[src/plc_map.vh]
// Register numbers, field positions and reset values of the loop
// configuration registers. Included by the configuration bank only.
`ifndef PLC_MAP_VH
`define PLC_MAP_VH

// Register numbers on the load port
`define PLC_ADDR_W          4
`define PLC_ADDR_REF        4'h0C
`define PLC_ADDR_CTRL       4'h0D

// Reference register fields
`define PLC_REF_DIV_LSB     0
`define PLC_REF_DIV_W       12
`define PLC_PUMP_CODE_LSB   12
`define PLC_PUMP_POL_BIT    15
`define PLC_REF_MASK        32'h0000_FFFF
`define PLC_REF_RESET       32'h0000_2001

// Oscillator, power and filter control register fields
`define PLC_XTAL_BIT        21
`define PLC_AUX_BIT         20
`define PLC_GLOBAL_BIT      18
`define PLC_PDOWN_BIT       17
`define PLC_DOUBLER_BIT     16
`define PLC_R3_LSB          13
`define PLC_R4_LSB          10
`define PLC_CAP_LSB         6
`define PLC_HIGHZ1_BIT      5
`define PLC_HIGHZ2_BIT      4
`define PLC_CTRL_MASK       32'h0037_FFF0
`define PLC_CTRL_RESET      32'h0004_0000

// Pump current codes, in microamps
`define PLC_UA_C2           9'h014
`define PLC_UA_C3           9'h050
`define PLC_UA_C4           9'h019
`define PLC_UA_C5           9'h032
`define PLC_UA_C6           9'h064
`define PLC_UA_C7           9'h190

// Resistor steps, in ohms, and largest legal codes
`define PLC_OHM_STEP        16'h2710
`define PLC_RES_MAX_CODE    3'h4
`define PLC_CAP_MAX_CODE    4'hB

`endif

[src/plc_loop_config.v]
// Configuration bank for a dual-loop clock conditioner: the first loop
// reference divider and pump, oscillator, output and power controls,
// and the second loop doubler, filter and pump output controls.
// Assumes a host loads whole registers through the parallel load port,
// synchronous to CORE_CLK_I; the serial framing is decoded elsewhere.
// Operation
// Reference divider ratio 1..4095, zero invalid
// Pump code selects current; 000/001 reserved
// Polarity 0 negative slope, 1 positive slope
// Crystal amplifier on when bit set
// Auxiliary output enable, resets disabled
// Global output enable at b18, resets 1
// Power-down overrides every other bit, pin; the filter, polarity and pump code flag outputs here do not follow it
// Doubler bypasses second divider, resets 0
// Host enables doubler only below 50 MHz
// Third-pole resistor code, 101..111 invalid
// Fourth-pole resistor code, 101..111 invalid
// Capacitor code picks pair; 1100+ reserved
// First pump high impedance when bit set
// Second pump high impedance when bit set
// Clocks need both pin and global enable
// Host never writes reserved or invalid codes
`timescale 1ns/100ps
`default_nettype none
`include "plc_map.vh"

module plc_loop_config
(
    // Clock and reset
    input  wire        CORE_CLK_I,
    input  wire        NRST_I,
    // Register load port
    input  wire        REG_WR_I,
    input  wire [3:0]  REG_ADDR_I,
    input  wire [31:0] REG_DATA_I,
    output reg  [31:0] REG_RDATA_O,
    // Device pins
    input  wire        OUTPUT_ENABLE_PIN_I,
    // First loop
    output reg         FIRST_REF_TICK_O,
    output reg  [8:0]  FIRST_PUMP_CURRENT_O,
    output reg         FIRST_PUMP_CODE_OK_O,
    output reg         FIRST_PUMP_POLARITY_O,
    output reg         FIRST_PUMP_OUTPUT_OE_O,
    output reg         CRYSTAL_AMP_ON_O,
    // Outputs and power
    output reg         AUX_OUTPUT_ON_O,
    output reg         CLOCK_OUTPUTS_ON_O,
    output reg         POWERED_DOWN_O,
    // Second loop
    output reg         REF_DOUBLER_ON_O,
    output reg  [15:0] THIRD_POLE_OHMS_O,
    output reg  [15:0] FOURTH_POLE_OHMS_O,
    output reg  [7:0]  THIRD_POLE_PF_O,
    output reg  [7:0]  FOURTH_POLE_PF_O,
    output reg         FILTER_CODES_OK_O,
    output reg         SECOND_PUMP_OUTPUT_OE_O
);

    // ==========================================================
    // Decode helpers
    // ==========================================================
    function [15:0] res_ohms;
        input [2:0] code;
        begin
            case (code)
                3'h1:    res_ohms = `PLC_OHM_STEP;
                3'h2:    res_ohms = 16'h4E20;
                3'h3:    res_ohms = 16'h7530;
                3'h4:    res_ohms = 16'h9C40;
                default: res_ohms = 16'h0000;
            endcase
        end
    endfunction

    function [15:0] cap_pair;
        input [3:0] code;
        begin
            case (code)
                4'h0:    cap_pair = {8'h00, 8'h0A};
                4'h1:    cap_pair = {8'h00, 8'h3C};
                4'h2:    cap_pair = {8'h32, 8'h0A};
                4'h3:    cap_pair = {8'h00, 8'h6E};
                4'h4:    cap_pair = {8'h32, 8'h6E};
                4'h5:    cap_pair = {8'h64, 8'h6E};
                4'h6:    cap_pair = {8'h00, 8'hA0};
                4'h7:    cap_pair = {8'h32, 8'hA0};
                4'h8:    cap_pair = {8'h64, 8'h0A};
                4'h9:    cap_pair = {8'h64, 8'h3C};
                4'hA:    cap_pair = {8'h96, 8'h6E};
                4'hB:    cap_pair = {8'h96, 8'h3C};
                default: cap_pair = {8'h00, 8'h00};
            endcase
        end
    endfunction

    // ==========================================================
    // Register storage
    // ==========================================================
    reg  [31:0] ref_reg;
    reg  [31:0] ctrl_reg;

    always @(posedge CORE_CLK_I or negedge NRST_I)
    begin
        if (!NRST_I)
        begin
            ref_reg  <= `PLC_REF_RESET;
            ctrl_reg <= `PLC_CTRL_RESET;
        end
        else if (REG_WR_I)
        begin
            if (REG_ADDR_I == `PLC_ADDR_REF)
                ref_reg <= REG_DATA_I & `PLC_REF_MASK;
            if (REG_ADDR_I == `PLC_ADDR_CTRL)
                ctrl_reg <= REG_DATA_I & `PLC_CTRL_MASK;
        end
    end

    // ==========================================================
    // Field extraction
    // ==========================================================
    wire [11:0] ref_div   = ref_reg[`PLC_REF_DIV_LSB +: `PLC_REF_DIV_W];
    wire [2:0]  pump_code = ref_reg[`PLC_PUMP_CODE_LSB +: 3];
    wire        pdown     = ctrl_reg[`PLC_PDOWN_BIT];
    wire [2:0]  r3_code   = ctrl_reg[`PLC_R3_LSB +: 3];
    wire [2:0]  r4_code   = ctrl_reg[`PLC_R4_LSB +: 3];
    wire [3:0]  cap_code  = ctrl_reg[`PLC_CAP_LSB +: 4];
    wire [15:0] caps      = cap_pair(cap_code);

    // ==========================================================
    // Readback
    // ==========================================================
    always @(posedge CORE_CLK_I or negedge NRST_I)
    begin
        if (!NRST_I)
            REG_RDATA_O <= 32'h0000_0000;
        else if (REG_ADDR_I == `PLC_ADDR_REF)
            REG_RDATA_O <= ref_reg;
        else if (REG_ADDR_I == `PLC_ADDR_CTRL)
            REG_RDATA_O <= ctrl_reg;
        else
            REG_RDATA_O <= 32'h0000_0000;
    end

    // ==========================================================
    // First loop reference divider
    // ==========================================================
    reg  [11:0] div_cnt;
    wire        div_run  = (ref_div != 12'h000) && !pdown;
    wire        div_hit  = div_run && (div_cnt >= ref_div);

    always @(posedge CORE_CLK_I or negedge NRST_I)
    begin
        if (!NRST_I)
        begin
            div_cnt          <= 12'h001;
            FIRST_REF_TICK_O <= 1'b0;
        end
        else
        begin
            FIRST_REF_TICK_O <= div_hit;
            if (!div_run || div_hit)
                div_cnt <= 12'h001;
            else
                div_cnt <= div_cnt + 12'h001;
        end
    end

    // ==========================================================
    // Pump current decode
    // ==========================================================
    reg  [8:0] next_pump_ua;

    always @*
    begin
        case (pump_code)
            3'h2:    next_pump_ua = `PLC_UA_C2;
            3'h3:    next_pump_ua = `PLC_UA_C3;
            3'h4:    next_pump_ua = `PLC_UA_C4;
            3'h5:    next_pump_ua = `PLC_UA_C5;
            3'h6:    next_pump_ua = `PLC_UA_C6;
            3'h7:    next_pump_ua = `PLC_UA_C7;
            default: next_pump_ua = 9'h000;
        endcase
    end

    // ==========================================================
    // Control outputs
    // ==========================================================
    always @(posedge CORE_CLK_I or negedge NRST_I)
    begin
        if (!NRST_I)
        begin
            FIRST_PUMP_CURRENT_O    <= 9'h000;
            FIRST_PUMP_CODE_OK_O    <= 1'b0;
            FIRST_PUMP_POLARITY_O   <= 1'b0;
            FIRST_PUMP_OUTPUT_OE_O  <= 1'b0;
            CRYSTAL_AMP_ON_O        <= 1'b0;
            AUX_OUTPUT_ON_O         <= 1'b0;
            CLOCK_OUTPUTS_ON_O      <= 1'b0;
            POWERED_DOWN_O          <= 1'b0;
            REF_DOUBLER_ON_O        <= 1'b0;
            THIRD_POLE_OHMS_O       <= 16'h0000;
            FOURTH_POLE_OHMS_O      <= 16'h0000;
            THIRD_POLE_PF_O         <= 8'h00;
            FOURTH_POLE_PF_O        <= 8'h00;
            FILTER_CODES_OK_O       <= 1'b0;
            SECOND_PUMP_OUTPUT_OE_O <= 1'b0;
        end
        else
        begin
            POWERED_DOWN_O        <= pdown;
            FIRST_PUMP_CURRENT_O  <= pdown ? 9'h000 : next_pump_ua;
            FIRST_PUMP_CODE_OK_O  <= (pump_code[2] | pump_code[1]);
            FIRST_PUMP_POLARITY_O <= ref_reg[`PLC_PUMP_POL_BIT];
            FIRST_PUMP_OUTPUT_OE_O <=
                !ctrl_reg[`PLC_HIGHZ1_BIT] && !pdown;
            SECOND_PUMP_OUTPUT_OE_O <=
                !ctrl_reg[`PLC_HIGHZ2_BIT] && !pdown;
            CRYSTAL_AMP_ON_O <=
                ctrl_reg[`PLC_XTAL_BIT] && !pdown;
            AUX_OUTPUT_ON_O <=
                ctrl_reg[`PLC_AUX_BIT] && !pdown;
            CLOCK_OUTPUTS_ON_O <= OUTPUT_ENABLE_PIN_I
                && ctrl_reg[`PLC_GLOBAL_BIT] && !pdown;
            REF_DOUBLER_ON_O <=
                ctrl_reg[`PLC_DOUBLER_BIT] && !pdown;
            THIRD_POLE_OHMS_O  <= res_ohms(r3_code);
            FOURTH_POLE_OHMS_O <= res_ohms(r4_code);
            THIRD_POLE_PF_O    <= caps[15:8];
            FOURTH_POLE_PF_O   <= caps[7:0];
            FILTER_CODES_OK_O  <= (r3_code <= `PLC_RES_MAX_CODE)
                && (r4_code <= `PLC_RES_MAX_CODE)
                && (cap_code <= `PLC_CAP_MAX_CODE);
        end
    end

endmodule
`default_nettype wire

[config.mk]
export PLATFORM = sky130hd
export DESIGN_NAME = plc_loop_config
export DESIGN_NICKNAME = d
export VERILOG_FILES = /design/src/plc_loop_config.v
export VERILOG_INCLUDE_DIRS = /design/src /design/src/src
export SDC_FILE = /design/constraint.sdc
export NUM_CORES = 1
export LEC_CHECK = 0
export BUFFER_PORTS_ARGS = -buffer_cell sky130_fd_sc_hd__buf_4
export CAP_MARGIN = 15
export CELL_PAD_IN_SITES_DETAIL_PLACEMENT = 1
export CELL_PAD_IN_SITES_GLOBAL_PLACEMENT = 1
export CORE_AREA = 4 4 155 82
export DETAILED_ROUTE_END_ITERATION = 10
export DIE_AREA = 0 0 159 86
export GPL_ROUTABILITY_DRIVEN = 0
export PLACE_DENSITY = 0.88
export SETUP_SLACK_MARGIN = 0.02
export SLEW_MARGIN = 5
export SYNTH_ARGS = -nofsm -noshare
export SYNTH_HDL_FRONTEND = slang
export SYNTH_SLANG_ARGS = --single-unit
[constraint.sdc]
create_clock -name CORE_CLK_I -period 3.35 [get_ports CORE_CLK_I]
set_input_delay 0.67 -clock CORE_CLK_I [delete_from_list [all_inputs] [get_ports CORE_CLK_I]]
set_output_delay 0.67 -clock CORE_CLK_I [all_outputs]
set_load 0.05 [all_outputs]
==> flow_metrics.env <==
export IMPL_grtUsageTotal_pct=17.7
export IMPL_drv_slew=0
export IMPL_fin_worst_skew_ns=0.00903
export IMPL_die_height_um=86
export IMPL_utilization_pct=51.0
export IMPL_max_freq_mhz=469
export IMPL_tightest_slew_ns=0.608
export IMPL_drv_cap=0
export IMPL_swShare_pct=39.9
export IMPL_hold_violations=0
export IMPL_cts_buffer_depth=2
export IMPL_vdd_drop_max_v=0.000363
export IMPL_via_count=3102
export IMPL_finalInstanceArea_mm2=0.00584
export IMPL_port_buffers=104
export IMPL_synth_area_mm2=0.00477
export IMPL_synthFlopType="dfrtp_1"
export IMPL_hp_class="in2async"
export IMPL_core_mm2=0.0115
export IMPL_async_flop_share_pct=100
export IMPL_yosysTopAreaCell="dfrtp_1"
export IMPL_p_leak_uw=0.00296
export IMPL_worst_setup_path_type="reg2reg"
export IMPL_grt_max_degree=47
export IMPL_wl_per_cell_um=18.2
export IMPL_arrival_ns=2.39
export IMPL_cts_tree="yes"
export IMPL_final_antenna_net_count=0
export IMPL_firstDrtPassIters=4
export IMPL_power_density_mw_per_mm2=785
export IMPL_comb_power_share_pct=35.4
export IMPL_cts_sinks=110
export IMPL_cts_resized=0
export IMPL_post_cts_buffers=0
export IMPL_p_switching_uw=1830
export IMPL_wl_met2_um=5590
export IMPL_synth_edff_count=0
export IMPL_cts_hold_buffers=0
export IMPL_synthDistinctLibCells=44
export IMPL_cts_buffers=9
export IMPL_drt_total_wl_um=11500
export IMPL_avgViaCountPerCell=4.91
export IMPL_clkPwrFrac_pct=23.7
export IMPL_grt_pass1_wl_um=19100
export IMPL_r2r_setup_slack_ns=1.22
export IMPL_fin_crit_ns=2.13
export IMPL_max_slew_margin_pct=59.5
export IMPL_grt_pass1_vias=3412
export IMPL_syn_instance_count=385
export IMPL_syn_area_per_cell_um2=12.4
export IMPL_syn2layout_area_growth_pct=22.4
export IMPL_die_x_um=159
export IMPL_drtIter0Drc=145
export IMPL_dieArea_mm2=0.0137
export IMPL_worstPathRequired_ns=3.61
export IMPL_intPower_uw=2760
export IMPL_rows=28
export IMPL_outcome="finished, final reports clean"
export IMPL_rsz0062_at_grt="no"
export IMPL_p_seq_share_pct=40.9
export IMPL_overflow=0
export IMPL_place_area_mm2=0.00553
export IMPL_wl_met3_um=557
export IMPL_clock_latency_ns=0.34
export IMPL_tns_ns=0
export IMPL_seq_area_frac_synth_pct=57.8
export IMPL_drive_gt1_share_pct=35.5
export IMPL_setup_viol=0
export IMPL_hpwlAfterDp_um=8480
export IMPL_top_layer="met4"
export IMPL_io_pin_count=140
export IMPL_clkSlewWorstSetupHoldPaths_ns=0.07
export IMPL_ys_seq_elements=110
export IMPL_startpoint_type="flop"
export IMPL_initial_core_util_pct=41.7
export IMPL_critPathMaxFanout=12
export IMPL_ctsHtreeMaxLevel=3
export IMPL_clock_root_buffer="clkbuf_16"
export IMPL_drc_errors=0
export IMPL_synth_top_area_share_pct=55.6
export IMPL_wl_met1_um=5330
export IMPL_fin_crit_sh_pct=63.7
export IMPL_nFillCells=1185
export IMPL_synth_area_leaders="dfrtp_1, buf_4, mux2_2, ha_1, mux2_4"
export IMPL_largest_register_ffs=21
export IMPL_antenna_found_initial=0
export IMPL_yosys_warnings=0
export IMPL_finalNetCount=535
export IMPL_power_uw=4590
export IMPL_antennaDiodeCount=0
export IMPL_crit_path_end_kind="flop"
[final timing paths]
kind,end,from,cells past startpoint
min in group CORE_CLK_I,FIRST_PUMP_POLARITY_O,ref_reg[15],0
max in group asynchronous,ctrl_reg[18],NRST_I,2
min,FOURTH_POLE_OHMS_O[14],NRST_I,1
min reg2reg,FIRST_PUMP_POLARITY_O,ref_reg[15],0
max,div_cnt[0],div_cnt[0],6
max reg2reg,div_cnt[0],div_cnt[0],6
[placed cells by master, fill, tap and decap left out, types with 8 or more instances in the layout]
cell type | Yosys | final
ha_1 | 18 | 18
nand2_1 | 11 | 11
inv_1 | 17 | 17
dfrtp_1 | 106 | 106
mux2_4 | 10 | 10
xnor2_1 | 10 | 10
nor2b_1 | 8 | 8
nor2_1 | 18 | 18
o21ai_0 | 9 | 9
buf_4 | 35 | 109
clkbuf_16 | 0 | 9
mux2_2 | 23 | 23
a22o_1 | 12 | 12
a21oi_1 | 8 | 8
conb_1 | 1 | 24
nor3_1 | 14 | 14
[metal layers]
metal	GRT usage, %	vias up
met3	4.99	5
met2	29.7	69
li1	-	1434
met4	3.15	0
met1	23.7	1594
met5	0	-
[worst max-delay path, stage by stage, from the launching register on]
cell	delay (ns)
dfstp_2	0.58
inv_1	0.07
ha_1	0.27
nor3b_1	0.21
o21ai_0	0.19
a21o_1	0.36
or3_1	0.36
[power groups by stage]
stage | combinational, uW | sequential, uW | clock [uW]
final | 1620 | 1880 | 1090
after global routing | 1730 | 1920 | 1170
after CTS | 1640 | 1880 | 1110
after detailed placement | 1630 | 1900 | 0
after global placement | 1570 | 1870 | 0
after floorplan | 712 | 2320 | 0
[metrics by stage]
stage	worst slack (ns)	cells	hold WS [ns]
2_1_floorplan	1.52	408	0.370
3_3_place_gp	1.32	616	0.380
3_5_place_dp	1.23	616	0.400
4_1_cts	1.22	632	0.362
5_1_grt	1.03	632	0.382
6_report	1.22	632	0.340
[area by class of cell]
cell class | instances | area [um2] | share of cell area [%]
multi-input combinational | 230 | 1710 | 29.2
clock inverter | 5 | 57.6 | 0.985
tap | 150 | 188 | 3.21
sequential | 110 | 2760 | 47.2
clock buffer | 11 | 253 | 4.32
timing repair buffer | 109 | 818 | 14.0
inverter | 17 | 63.8 | 1.09
[cell families after synthesis]
family	Yosys count	share of synthesized area, %
buffers and inverters	68	8.31
adders and majority gates	18	4.72
other	1	0.0785
and+or+nand+nor	96	11.3
xor gates and xnor gates	16	2.93
AOI/OAI and AO/OA	41	5.87
DFF	110	57.8
muxes	35	8.99
[cell usage after synthesis (3+ instances only)]
cell type  instances
a21o_1             3
a21oi_1            8
a22o_1            12
and2_1             6
buf_4             35
clkbuf_1          13
dfrtp_1          106
dfstp_2            4
ha_1              18
inv_1             17
mux2_2            23
mux2_4            10
nand2_1           11
nand2b_1           3
nand3_1            5
nand4_1            4
nor2_1            18
nor2b_1            8
nor3_1            14
nor3b_1            6
nor4_1             6
o21ai_0            9
o22ai_1            3
or2_2              3
xnor2_1           10
xor2_1             6
Power figures use the tool's default switching activity.
